--- src/hdl/abh_pkg.sv ---
`default_nettype none
// shared constants for the ambient brightness hysteresis block
package abh_pkg;
   // profile geometry
   localparam int unsigned STEPS = 16;
   localparam int unsigned STEP_W = 4;
   localparam int unsigned LUM_W = 16;
   localparam int unsigned BRIGHT_W = 8;
   localparam int unsigned GAMMA_W = 4;
   localparam logic [LUM_W-1:0] LUM_TERM = 16'hFFFF;
   localparam logic [STEP_W-1:0] STEP_FIRST = 4'h0;
   localparam logic [STEP_W-1:0] STEP_ONE = 4'h1;

   // median filter: 13 queued samples, 7th smallest (rank 6 from zero)
   localparam int unsigned MED_DEPTH = 13;
   localparam int unsigned RANK_W = 4;
   localparam logic [RANK_W-1:0] MED_RANK = 4'h6;

   // register bus
   localparam int unsigned ADDR_W = 8;
   localparam int unsigned DATA_W = 32;
   localparam int unsigned STRB_W = 4;
   localparam logic [1:0] RESP_OKAY = 2'b00;
   localparam logic [1:0] RESP_SLVERR = 2'b10;

   // register offsets (byte addresses)
   localparam logic [ADDR_W-1:0] OFS_CTRL = 8'h00;
   localparam logic [ADDR_W-1:0] OFS_STATUS = 8'h04;
   localparam logic [ADDR_W-1:0] OFS_OUTPUT = 8'h08;
   localparam logic [ADDR_W-1:0] OFS_LUMA = 8'h0C;
   localparam logic [1:0] BANK_MISC = 2'b00;
   localparam logic [1:0] BANK_PROFILE = 2'b01;
   localparam logic [1:0] BANK_RISE = 2'b10;
   localparam logic [1:0] BANK_FALL = 2'b11;

   // decoded register kinds
   localparam logic [2:0] KIND_NONE = 3'h0;
   localparam logic [2:0] KIND_CTRL = 3'h1;
   localparam logic [2:0] KIND_STATUS = 3'h2;
   localparam logic [2:0] KIND_OUTPUT = 3'h3;
   localparam logic [2:0] KIND_LUMA = 3'h4;
   localparam logic [2:0] KIND_PROFILE = 3'h5;
   localparam logic [2:0] KIND_RISE = 3'h6;
   localparam logic [2:0] KIND_FALL = 3'h7;

   // field positions
   localparam int unsigned CTRL_EN_BIT = 0;
   localparam int unsigned ST_STEP_LSB = 0;
   localparam int unsigned ST_LAST_LSB = 8;
   localparam int unsigned ST_STATE_LSB = 16;
   localparam int unsigned PROF_GAMMA_LSB = 8;
   localparam int unsigned LUMA_PREV_LSB = 16;

   // values after reset
   localparam logic CTRL_EN_RST = 1'b0;
   localparam logic [BRIGHT_W-1:0] BRIGHT_RST = 8'h00;
   localparam logic [GAMMA_W-1:0] GAMMA_RST = 4'h1;
   localparam logic [LUM_W-1:0] THRESH_RST = 16'hFFFF;
   localparam logic [LUM_W-1:0] LUM_RST = 16'h0000;

   // step selector states, gray along idle -> walk
   typedef enum logic [1:0] {
      ABH_IDLE = 2'b00,
      ABH_UP = 2'b01,
      ABH_DOWN = 2'b10
   } abh_state_e;
endpackage
`default_nettype wire

--- src/hdl/abh_median.sv ---
`timescale 1ns/1ps
`default_nettype none
module abh_median
   import abh_pkg::*;
(
   input wire logic aclk,
   input wire logic aresetn,
   input wire logic [LUM_W-1:0] sample_in,
   input wire logic sample_valid,
   output logic [LUM_W-1:0] median_out,
   output logic median_valid
);
   logic [LUM_W-1:0] queue [MED_DEPTH];
   logic primed;
   logic pending;
   logic [MED_DEPTH-1:0] pick;
   logic [LUM_W-1:0] next_median;

   // population count of a comparison vector
   function automatic logic [RANK_W-1:0] count_ones(input logic [MED_DEPTH-1:0] v);
      logic [RANK_W-1:0] n;
      n = '0;
      for (int k = 0; k < MED_DEPTH; k++) begin
         n = n + RANK_W'(v[k]);
      end
      return n;
   endfunction

   // rank of each entry, ties broken by position
   genvar i, j;
   generate
      for (i = 0; i < MED_DEPTH; i++) begin : g_rank
         logic [MED_DEPTH-1:0] below;
         for (j = 0; j < MED_DEPTH; j++) begin : g_cmp
            assign below[j] = (queue[j] < queue[i]) || ((queue[j] == queue[i]) && (j < i));
         end
         assign pick[i] = (count_ones(below) == MED_RANK);
      end
   endgenerate

   // exactly one entry holds the wanted rank
   always_comb begin
      next_median = '0;
      for (int k = 0; k < MED_DEPTH; k++) begin
         next_median = next_median | (pick[k] ? queue[k] : '0);
      end
   end

   // queue shift; the first sample fills every slot
   always_ff @(posedge aclk) begin
      if (!aresetn) begin
         for (int k = 0; k < MED_DEPTH; k++) begin
            queue[k] <= LUM_RST;
         end
         primed <= 1'b0;
      end else if (sample_valid) begin
         primed <= 1'b1;
         for (int k = 0; k < MED_DEPTH - 1; k++) begin
            queue[k] <= primed ? queue[k+1] : sample_in;
         end
         queue[MED_DEPTH-1] <= sample_in;
      end
   end

   // median registered one cycle after the queue settles
   always_ff @(posedge aclk) begin
      if (!aresetn) begin
         pending <= 1'b0;
         median_out <= LUM_RST;
         median_valid <= 1'b0;
      end else begin
         pending <= sample_valid;
         median_valid <= pending;
         if (pending) begin
            median_out <= next_median;
         end
      end
   end
endmodule // abh_median
`default_nettype wire

--- src/hdl/abh_hysteresis.sv ---
// The placing of the registers and register access over AXI4-Lite were chosen for this implementation.
`timescale 1ns/1ps
`default_nettype none
module abh_hysteresis
   import abh_pkg::*;
(
   input wire logic aclk,
   input wire logic aresetn,
   input wire logic [ADDR_W-1:0] awaddr,
   input wire logic awvalid,
   output logic awready,
   input wire logic [DATA_W-1:0] wdata,
   input wire logic [STRB_W-1:0] wstrb,
   input wire logic wvalid,
   output logic wready,
   output logic [1:0] bresp,
   output logic bvalid,
   input wire logic bready,
   input wire logic [ADDR_W-1:0] araddr,
   input wire logic arvalid,
   output logic arready,
   output logic [DATA_W-1:0] rdata,
   output logic [1:0] rresp,
   output logic rvalid,
   input wire logic rready,
   input wire logic [LUM_W-1:0] lum_in,
   input wire logic lum_valid,
   output logic [BRIGHT_W-1:0] backlight_level,
   output logic [GAMMA_W-1:0] gamma_sel
);
   // profile storage
   logic [BRIGHT_W-1:0] bright [STEPS];
   logic [GAMMA_W-1:0] gamma [STEPS];
   logic [LUM_W-1:0] rise [STEPS];
   logic [LUM_W-1:0] fall [STEPS];
   logic ctrl_en;

   // bus state
   logic aw_held;
   logic w_held;
   logic [ADDR_W-1:0] aw_addr;
   logic [DATA_W-1:0] w_data;
   logic [STRB_W-1:0] w_strb;
   logic [DATA_W-1:0] rd_word;

   // selector state
   abh_state_e state;
   abh_state_e next_state;
   logic [STEP_W-1:0] step_idx;
   logic [STEP_W-1:0] next_step;
   logic [STEP_W-1:0] last_step;
   logic [STEPS-1:0] is_term;
   logic [LUM_W-1:0] cur_lum;
   logic [LUM_W-1:0] prev_lum;
   logic [LUM_W-1:0] med_lum;
   logic med_valid;

   // register kind from a byte address
   function automatic logic [2:0] reg_kind(input logic [ADDR_W-1:0] a);
      logic [2:0] k;
      k = KIND_NONE;
      if (a[1:0] == 2'b00) begin
         unique case (a[7:6])
            BANK_PROFILE: k = KIND_PROFILE;
            BANK_RISE: k = KIND_RISE;
            BANK_FALL: k = KIND_FALL;
            BANK_MISC: begin
               if (a == OFS_CTRL) k = KIND_CTRL;
               else if (a == OFS_STATUS) k = KIND_STATUS;
               else if (a == OFS_OUTPUT) k = KIND_OUTPUT;
               else if (a == OFS_LUMA) k = KIND_LUMA;
            end
         endcase
      end
      return k;
   endfunction

   // byte-lane merge of a write into the old word
   function automatic logic [DATA_W-1:0] merge(input logic [DATA_W-1:0] old,
                                               input logic [DATA_W-1:0] nw,
                                               input logic [STRB_W-1:0] strb);
      logic [DATA_W-1:0] m;
      m = old;
      for (int b = 0; b < STRB_W; b++) begin
         if (strb[b]) m[b*8 +: 8] = nw[b*8 +: 8];
      end
      return m;
   endfunction

   // median filter in front of the selector
   abh_median u_median (
      .aclk(aclk),
      .aresetn(aresetn),
      .sample_in(lum_in),
      .sample_valid(lum_valid),
      .median_out(med_lum),
      .median_valid(med_valid)
   );

   // write channel acceptance, either order
   assign awready = !aw_held && !bvalid;
   assign wready = !w_held && !bvalid;
   wire do_write = aw_held && w_held && !bvalid;
   wire [2:0] wr_kind = reg_kind(aw_addr);
   wire [STEP_W-1:0] wr_idx = aw_addr[2 +: STEP_W];

   // merged words for the profile, rise and fall kinds
   wire [DATA_W-1:0] prof_old = {{(DATA_W-PROF_GAMMA_LSB-GAMMA_W){1'b0}}, gamma[wr_idx],
                                 bright[wr_idx]};
   wire [DATA_W-1:0] prof_new = merge(prof_old, w_data, w_strb);
   wire [DATA_W-1:0] rise_new = merge({{(DATA_W-LUM_W){1'b0}}, rise[wr_idx]}, w_data, w_strb);
   wire [DATA_W-1:0] fall_new = merge({{(DATA_W-LUM_W){1'b0}}, fall[wr_idx]}, w_data, w_strb);

   // write address/data capture and response
   always_ff @(posedge aclk) begin
      if (!aresetn) begin
         aw_held <= 1'b0;
         w_held <= 1'b0;
         aw_addr <= '0;
         w_data <= '0;
         w_strb <= '0;
         bvalid <= 1'b0;
         bresp <= RESP_OKAY;
      end else begin
         if (awvalid && awready) begin
            aw_held <= 1'b1;
            aw_addr <= awaddr;
         end
         if (wvalid && wready) begin
            w_held <= 1'b1;
            w_data <= wdata;
            w_strb <= wstrb;
         end
         if (do_write) begin
            aw_held <= 1'b0;
            w_held <= 1'b0;
            bvalid <= 1'b1;
            bresp <= (wr_kind == KIND_NONE) ? RESP_SLVERR : RESP_OKAY;
         end else if (bvalid && bready) begin
            bvalid <= 1'b0;
         end
      end
   end

   // control register
   always_ff @(posedge aclk) begin
      if (!aresetn) begin
         ctrl_en <= CTRL_EN_RST;
      end else if (do_write && wr_kind == KIND_CTRL && w_strb[0]) begin
         ctrl_en <= w_data[CTRL_EN_BIT];
      end
   end

   // profile storage writes, one step per word
   always_ff @(posedge aclk) begin
      if (!aresetn) begin
         for (int k = 0; k < STEPS; k++) begin
            bright[k] <= BRIGHT_RST;
            gamma[k] <= GAMMA_RST;
            rise[k] <= THRESH_RST;
            fall[k] <= THRESH_RST;
         end
      end else if (do_write) begin
         if (wr_kind == KIND_PROFILE) begin
            bright[wr_idx] <= prof_new[0 +: BRIGHT_W];
            gamma[wr_idx] <= prof_new[PROF_GAMMA_LSB +: GAMMA_W];
         end
         if (wr_kind == KIND_RISE) begin
            rise[wr_idx] <= rise_new[LUM_W-1:0];
         end
         if (wr_kind == KIND_FALL) begin
            fall[wr_idx] <= fall_new[LUM_W-1:0];
         end
      end
   end

   // read mux
   wire [2:0] rd_kind = reg_kind(araddr);
   wire [STEP_W-1:0] rd_idx = araddr[2 +: STEP_W];
   always_comb begin
      rd_word = '0;
      unique case (rd_kind)
         KIND_CTRL: rd_word[CTRL_EN_BIT] = ctrl_en;
         KIND_STATUS: begin
            rd_word[ST_STEP_LSB +: STEP_W] = step_idx;
            rd_word[ST_LAST_LSB +: STEP_W] = last_step;
            rd_word[ST_STATE_LSB +: 2] = state;
         end
         KIND_OUTPUT: begin
            rd_word[0 +: BRIGHT_W] = backlight_level;
            rd_word[PROF_GAMMA_LSB +: GAMMA_W] = gamma_sel;
         end
         KIND_LUMA: begin
            rd_word[0 +: LUM_W] = cur_lum;
            rd_word[LUMA_PREV_LSB +: LUM_W] = prev_lum;
         end
         KIND_PROFILE: begin
            rd_word[0 +: BRIGHT_W] = bright[rd_idx];
            rd_word[PROF_GAMMA_LSB +: GAMMA_W] = gamma[rd_idx];
         end
         KIND_RISE: rd_word[0 +: LUM_W] = rise[rd_idx];
         KIND_FALL: rd_word[0 +: LUM_W] = fall[rd_idx];
         KIND_NONE: rd_word = '0;
      endcase
   end

   // read channel
   assign arready = !rvalid;
   always_ff @(posedge aclk) begin
      if (!aresetn) begin
         rvalid <= 1'b0;
         rdata <= '0;
         rresp <= RESP_OKAY;
      end else if (arvalid && arready) begin
         rvalid <= 1'b1;
         rdata <= rd_word;
         rresp <= (rd_kind == KIND_NONE) ? RESP_SLVERR : RESP_OKAY;
      end else if (rvalid && rready) begin
         rvalid <= 1'b0;
      end
   end

   // terminator flags; the sixteenth step always terminates
   genvar s;
   generate
      for (s = 0; s < STEPS; s++) begin : g_term
         if (s == STEPS - 1) begin : g_last
            assign is_term[s] = 1'b1;
         end else begin : g_used
            assign is_term[s] = (rise[s] == LUM_TERM) && (fall[s] == LUM_TERM);
         end
      end
   endgenerate

   // first terminator is the top of the profile
   always_comb begin
      last_step = STEP_FIRST;
      for (int k = STEPS - 1; k >= 0; k--) begin
         if (is_term[k]) last_step = STEP_W'(k);
      end
   end

   // walk conditions against the current reference
   wire [STEP_W-1:0] step_below = step_idx - STEP_ONE;
   wire over_top = step_idx > last_step;
   wire up_ok = (step_idx < last_step) && (cur_lum > rise[step_idx]);
   wire down_ok = (step_idx != STEP_FIRST) && (cur_lum < fall[step_below]);

   // step selector, one step per cycle when walking, straight down to the top step when idle above it
   always_comb begin
      next_state = state;
      next_step = step_idx;
      unique case (state)
         ABH_IDLE: begin
            if (over_top) next_step = last_step;
         end
         ABH_UP: begin
            if (over_top) next_step = step_below;
            else if (up_ok) next_step = step_idx + STEP_ONE;
            else next_state = ABH_IDLE;
         end
         ABH_DOWN: begin
            if (over_top) next_step = step_below;
            else if (down_ok) next_step = step_below;
            else next_state = ABH_IDLE;
         end
         default: next_state = ABH_IDLE;
      endcase
      // a new reference restarts the walk in its direction
      if (med_valid) begin
         if (med_lum > cur_lum) next_state = ABH_UP;
         else if (med_lum < cur_lum) next_state = ABH_DOWN;
         else next_state = ABH_IDLE;
      end
      if (!ctrl_en) next_state = ABH_IDLE;
   end

   // selector registers and luminance history
   always_ff @(posedge aclk) begin
      if (!aresetn) begin
         state <= ABH_IDLE;
         step_idx <= STEP_FIRST;
         cur_lum <= LUM_RST;
         prev_lum <= LUM_RST;
      end else begin
         state <= next_state;
         step_idx <= next_step;
         if (med_valid) begin
            prev_lum <= cur_lum;
            cur_lum <= med_lum;
         end
      end
   end

   // outputs follow the selected step
   always_ff @(posedge aclk) begin
      if (!aresetn) begin
         backlight_level <= BRIGHT_RST;
         gamma_sel <= GAMMA_RST;
      end else begin
         backlight_level <= bright[step_idx];
         gamma_sel <= gamma[step_idx];
      end
   end
endmodule // abh_hysteresis
`default_nettype wire

--- config.mk ---
export PLATFORM = sky130hd
export DESIGN_NAME = abh_hysteresis
export DESIGN_NICKNAME = d
export VERILOG_FILES = /design/src/hdl/abh_pkg.sv /design/src/hdl/abh_median.sv /design/src/hdl/abh_hysteresis.sv
export SDC_FILE = /design/constraint.sdc
export NUM_CORES = 2
export LEC_CHECK = 0
export CORE_MARGIN = 5
export CORE_UTILIZATION = 36
export CTS_CLUSTER_DIAMETER = 50
export CTS_CLUSTER_SIZE = 14
export DETAILED_ROUTE_END_ITERATION = 6
export DONT_BUFFER_PORTS = 1
export HOLD_SLACK_MARGIN = 0.05
export SYNTH_ARGS = -nofsm -noshare
export SYNTH_HDL_FRONTEND = slang
export SYNTH_SLANG_ARGS = --single-unit
--- constraint.sdc ---
create_clock -name aclk -period 11.1 [get_ports aclk]
set_clock_uncertainty 0.15 [all_clocks]
set_input_delay 2.775 -clock aclk [delete_from_list [all_inputs] [get_ports aclk]]
set_output_delay 2.775 -clock aclk [all_outputs]
set_load 0.1 [all_outputs]
==> run_results.csv <==
group,metric,value,unit
final_layout,layout_commonest_cell,"ha_1",
clock_tree,clockRootBuffer,"clkbuf_16",
logic_synthesis,synth-seq-cells,1050,
floorplanning,io-pin-count,129,
flow_run,maxCapViolations,0,
sta,setup_viol,0,
logic_synthesis,yosysWarnings,0,
routing,drc,58,
final_layout,area_growth,9.316,%
floorplanning,initial_core_util,36.05,%
worst_setup_path,worstPathRequired,11.61,ns
grt,grt_pass1_vias,71410,
grt,grt_max_degree,185,
final_layout,utilization,39.40,%
pwr,ir_drop,0.2587,mV
logic_synthesis,synth_flop_cell,"edfxtp_1",
place,dpl.cell_count,10930,
sta,fin_crit_sh,78.51,%
floorplanning,die_w,500.1,um
pwr,power_leakage,0.03554,uW
hold_path,worstHoldPathType,"reg2reg",
clock_tree,clock_latency,0.77,ns
clock_tree,cts_made_buffers,109,
logic_synthesis,synth_area_leaders,"edfxtp_1, ha_1, mux4_2",
logic_synthesis,ys_seq_area_share,34.87,%
sta,max_freq,0.1148,GHz
routing,first_pass_iters,7,
floorplanning,rows,180,
pwr,power,16710,uW
logic_synthesis,netlist_area,0.08646,mm^2
worst_setup_path,crit_arrival,9.22,ns
worst_setup_path,cp_slowest_cell,"edfxtp_1",
place,dp_hpwl,266700,um
final_layout,drive_gt1_share,11.65,%
routing,via_per_inst,6.470,
worst_setup_path,crit_top_cell,"fa_1",
clock_tree,cts_resized,0,
run_status,status,"complete, but fails checks",
worst_setup_path,end_kind,"register",
sta,slew_headroom,5.734,%
final_layout,final_nets,9405,
final_layout,fillers,23060,
logic_synthesis,avgSynthCellArea,10.88,um^2
sta,holdWs,0.2894,ns
worst_setup_path,timing_worst_setup_path_type,"reg2reg",
clock_tree,clk_pin_slew,0.07,ns
sta,finalCriticalPeriod,8.715,ns
logic_synthesis,synth_enable_flop_cells,912,
sta,drv_slew,0,
final_layout,final_cells,11150,
clock_tree,cts_hold_buffers,0,
grt,overflow,0,
worst_setup_path,critPathMaxStageDelay,0.90,ns
sta,hold_viol,0,
routing,antenna_left,0,
sta,worstMarginPinSlew,1.411,ns
grt,antenna_found_initial,14,
routing,drtIter0Drc,8788,
sta,rsz0062_at_grt,"false",
worst_setup_path,cp_top_family,"adder cells",
clock_tree,clock_path_buffers,3,
clock_tree,htreeDepth,3,
clock_tree,cts_tree,"built",
logic_synthesis,synth.top_cell.area_share,31.68,%
grt,grt_use_total,27.98,%
worst_setup_path,critPathBufInv,4,
logic_synthesis,yosys.area.top_type,"edfxtp_1",
floorplanning,core_area,0.2399,mm^2
worst_setup_path,worstPathMaxFanout,16,
run_status,violations,"DRC",
pwr,powerDensity,176.8,mW/mm^2
logic_synthesis,synth_cells,7946,
routing,drt_wl_total,361700,um
routing,vias,72160,
grt,grt_pass1_wl,507900,um
place,portBuffers,0,
place,gp_congestion,1.078,
worst_setup_path,start_kind,"register",
floorplanning,die-height,500.1,um
final_layout,layout_common_cells,"ha_1, edfxtp_1, nand2_1",
clock_tree,clock_sinks,1050,
sta,fin_tns_setup,0,ns
routing,avgRoutedWirePerCell,32.44,um
logic_synthesis,yosysUniqueCellTypes,80,
logic_synthesis,ys_async_sr_fraction,0,%
floorplanning,dieArea,0.2501,mm^2
clock_tree,postCtsSetupRepairBufs,0,
[state kept, by name (all words and copies together), names as in the netlist, 2 cells and up, named ones only]
signal / cells
u_median.median_out: 16
backlight_level: 8
step_idx: 4
rise: 256
u_median.queue: 208
aw_addr: 8
gamma_sel: 4
prev_lum: 16
cur_lum: 16
w_strb: 2
bright: 128
fall: 256
gamma: 64
rdata: 32
w_data: 16
state: 2
[cell families after synthesis]
group / count (synthesis) / synth area share [%]
and+or+nand+nor: 2387 / 14.62
AOI/OAI and AO/OA: 1708 / 12.58
adders and majority gates: 1472 / 22.05
DFF: 1050 / 34.87
buffers and inverters: 834 / 3.792
muxes: 475 / 11.87
xor gates and xnor gates: 19 / 0.2229
other: 1 / 0.004337
[power by group]
part	switching (uW)	internal (uW)	total (uW)
sequential	291	4410	4700
clock	1730	2140	3870
combinational	5190	2940	8130
[Yosys cell counts (8+ instances only)]
cell	number
a221o_1	9
buf_4	11
a2111oi_0	32
buf_1	35
a222oi_1	26
dfxtp_1	138
or3_1	527
xnor2_1	16
fa_1	86
and2_1	34
buf_2	55
edfxtp_1	912
a211o_1	20
o211ai_1	42
o21a_1	207
inv_1	388
o22ai_1	18
nor2_1	275
ha_1	1386
o41ai_1	11
nand4_1	324
o21ai_0	297
nor2b_1	129
nand2_1	604
nor3_1	64
a211oi_1	33
o221ai_1	8
nor4_1	48
a31oi_1	20
a221oi_1	33
clkbuf_1	339
and3_1	142
nand3_1	118
mux4_2	440
o21ai_1	10
or2_2	10
a21o_1	243
a22o_1	20
a21oi_1	590
a22oi_1	36
mux2i_1	35
nand2b_1	85
nor4b_2	9
[routing by layer]
| layer | up-vias | global-route usage, % | wire (um) |
|---|---|---|---|
| li1 | 30730 | - | - |
| met3 | 1263 | 5.857 | 35540 |
| met4 | 2 | 22.95 | 35760 |
| met2 | 4563 | 44.41 | 163300 |
| met5 | - | 0 | 13 |
| met1 | 35600 | 32.71 | 127100 |
[path summary, 6_finish.rpt]
check                             start                      to  slack (ns)  depth (start not counted)
setup / recovery  u_median.queue[0][65]  u_median.median_out[2]        2.39                         26
hold / removal         u_median.pending   u_median.median_valid        0.29                          1
setup reg to reg  u_median.queue[0][65]  u_median.median_out[2]        2.39                         26
hold reg to reg        u_median.pending   u_median.median_valid        0.29                          1
[area by class of cell]
type                            instances  area [um^2]  share of cell area [%]
Antenna cell                           16        40.04                 0.04236
Sequential cell                      1050        30180                   31.93
Tap cell                             3185         3985                   4.217
Inverter                              389         1465                   1.550
Clock inverter                         64        805.8                  0.8526
Multi-Input combinational cell       6063        53220                   56.31
Clock buffer                          141         2960                   3.132
Timing Repair Buffer                  244         1857                   1.965
[stage by stage]
stage	instance area, um^2	setup WS, ns
2_1_floorplan	86460	2.496
3_3_place_gp	90700	2.905
3_5_place_dp	90700	2.812
4_1_cts	94470	2.706
5_1_grt	94480	2.165
6_report	94510	2.385
[worst reg2reg max path, cell delays in order (launching register included)]
cell and delay (ns):
edfxtp_1 0.90, inv_1 0.41, ha_1 0.39, nor2b_1 0.13, o21a_1 0.16, o21a_1 0.16
o21a_1 0.16, o21ai_0 0.14, nand2b_1 0.14, a2111oi_0 0.64, a221oi_1 0.42, fa_1 0.65
fa_1 0.60, inv_1 0.07, fa_1 0.54, inv_1 0.06, fa_1 0.48, ha_1 0.23
fa_1 0.38, a2111oi_0 0.31, a21oi_1 0.12, nor4b_4 0.22, buf_4 0.42, a22o_1 0.23
a221oi_1 0.04, and3_1 0.28, a21oi_1 0.18
No activity file was read; power rests on OpenSTA's default activity.
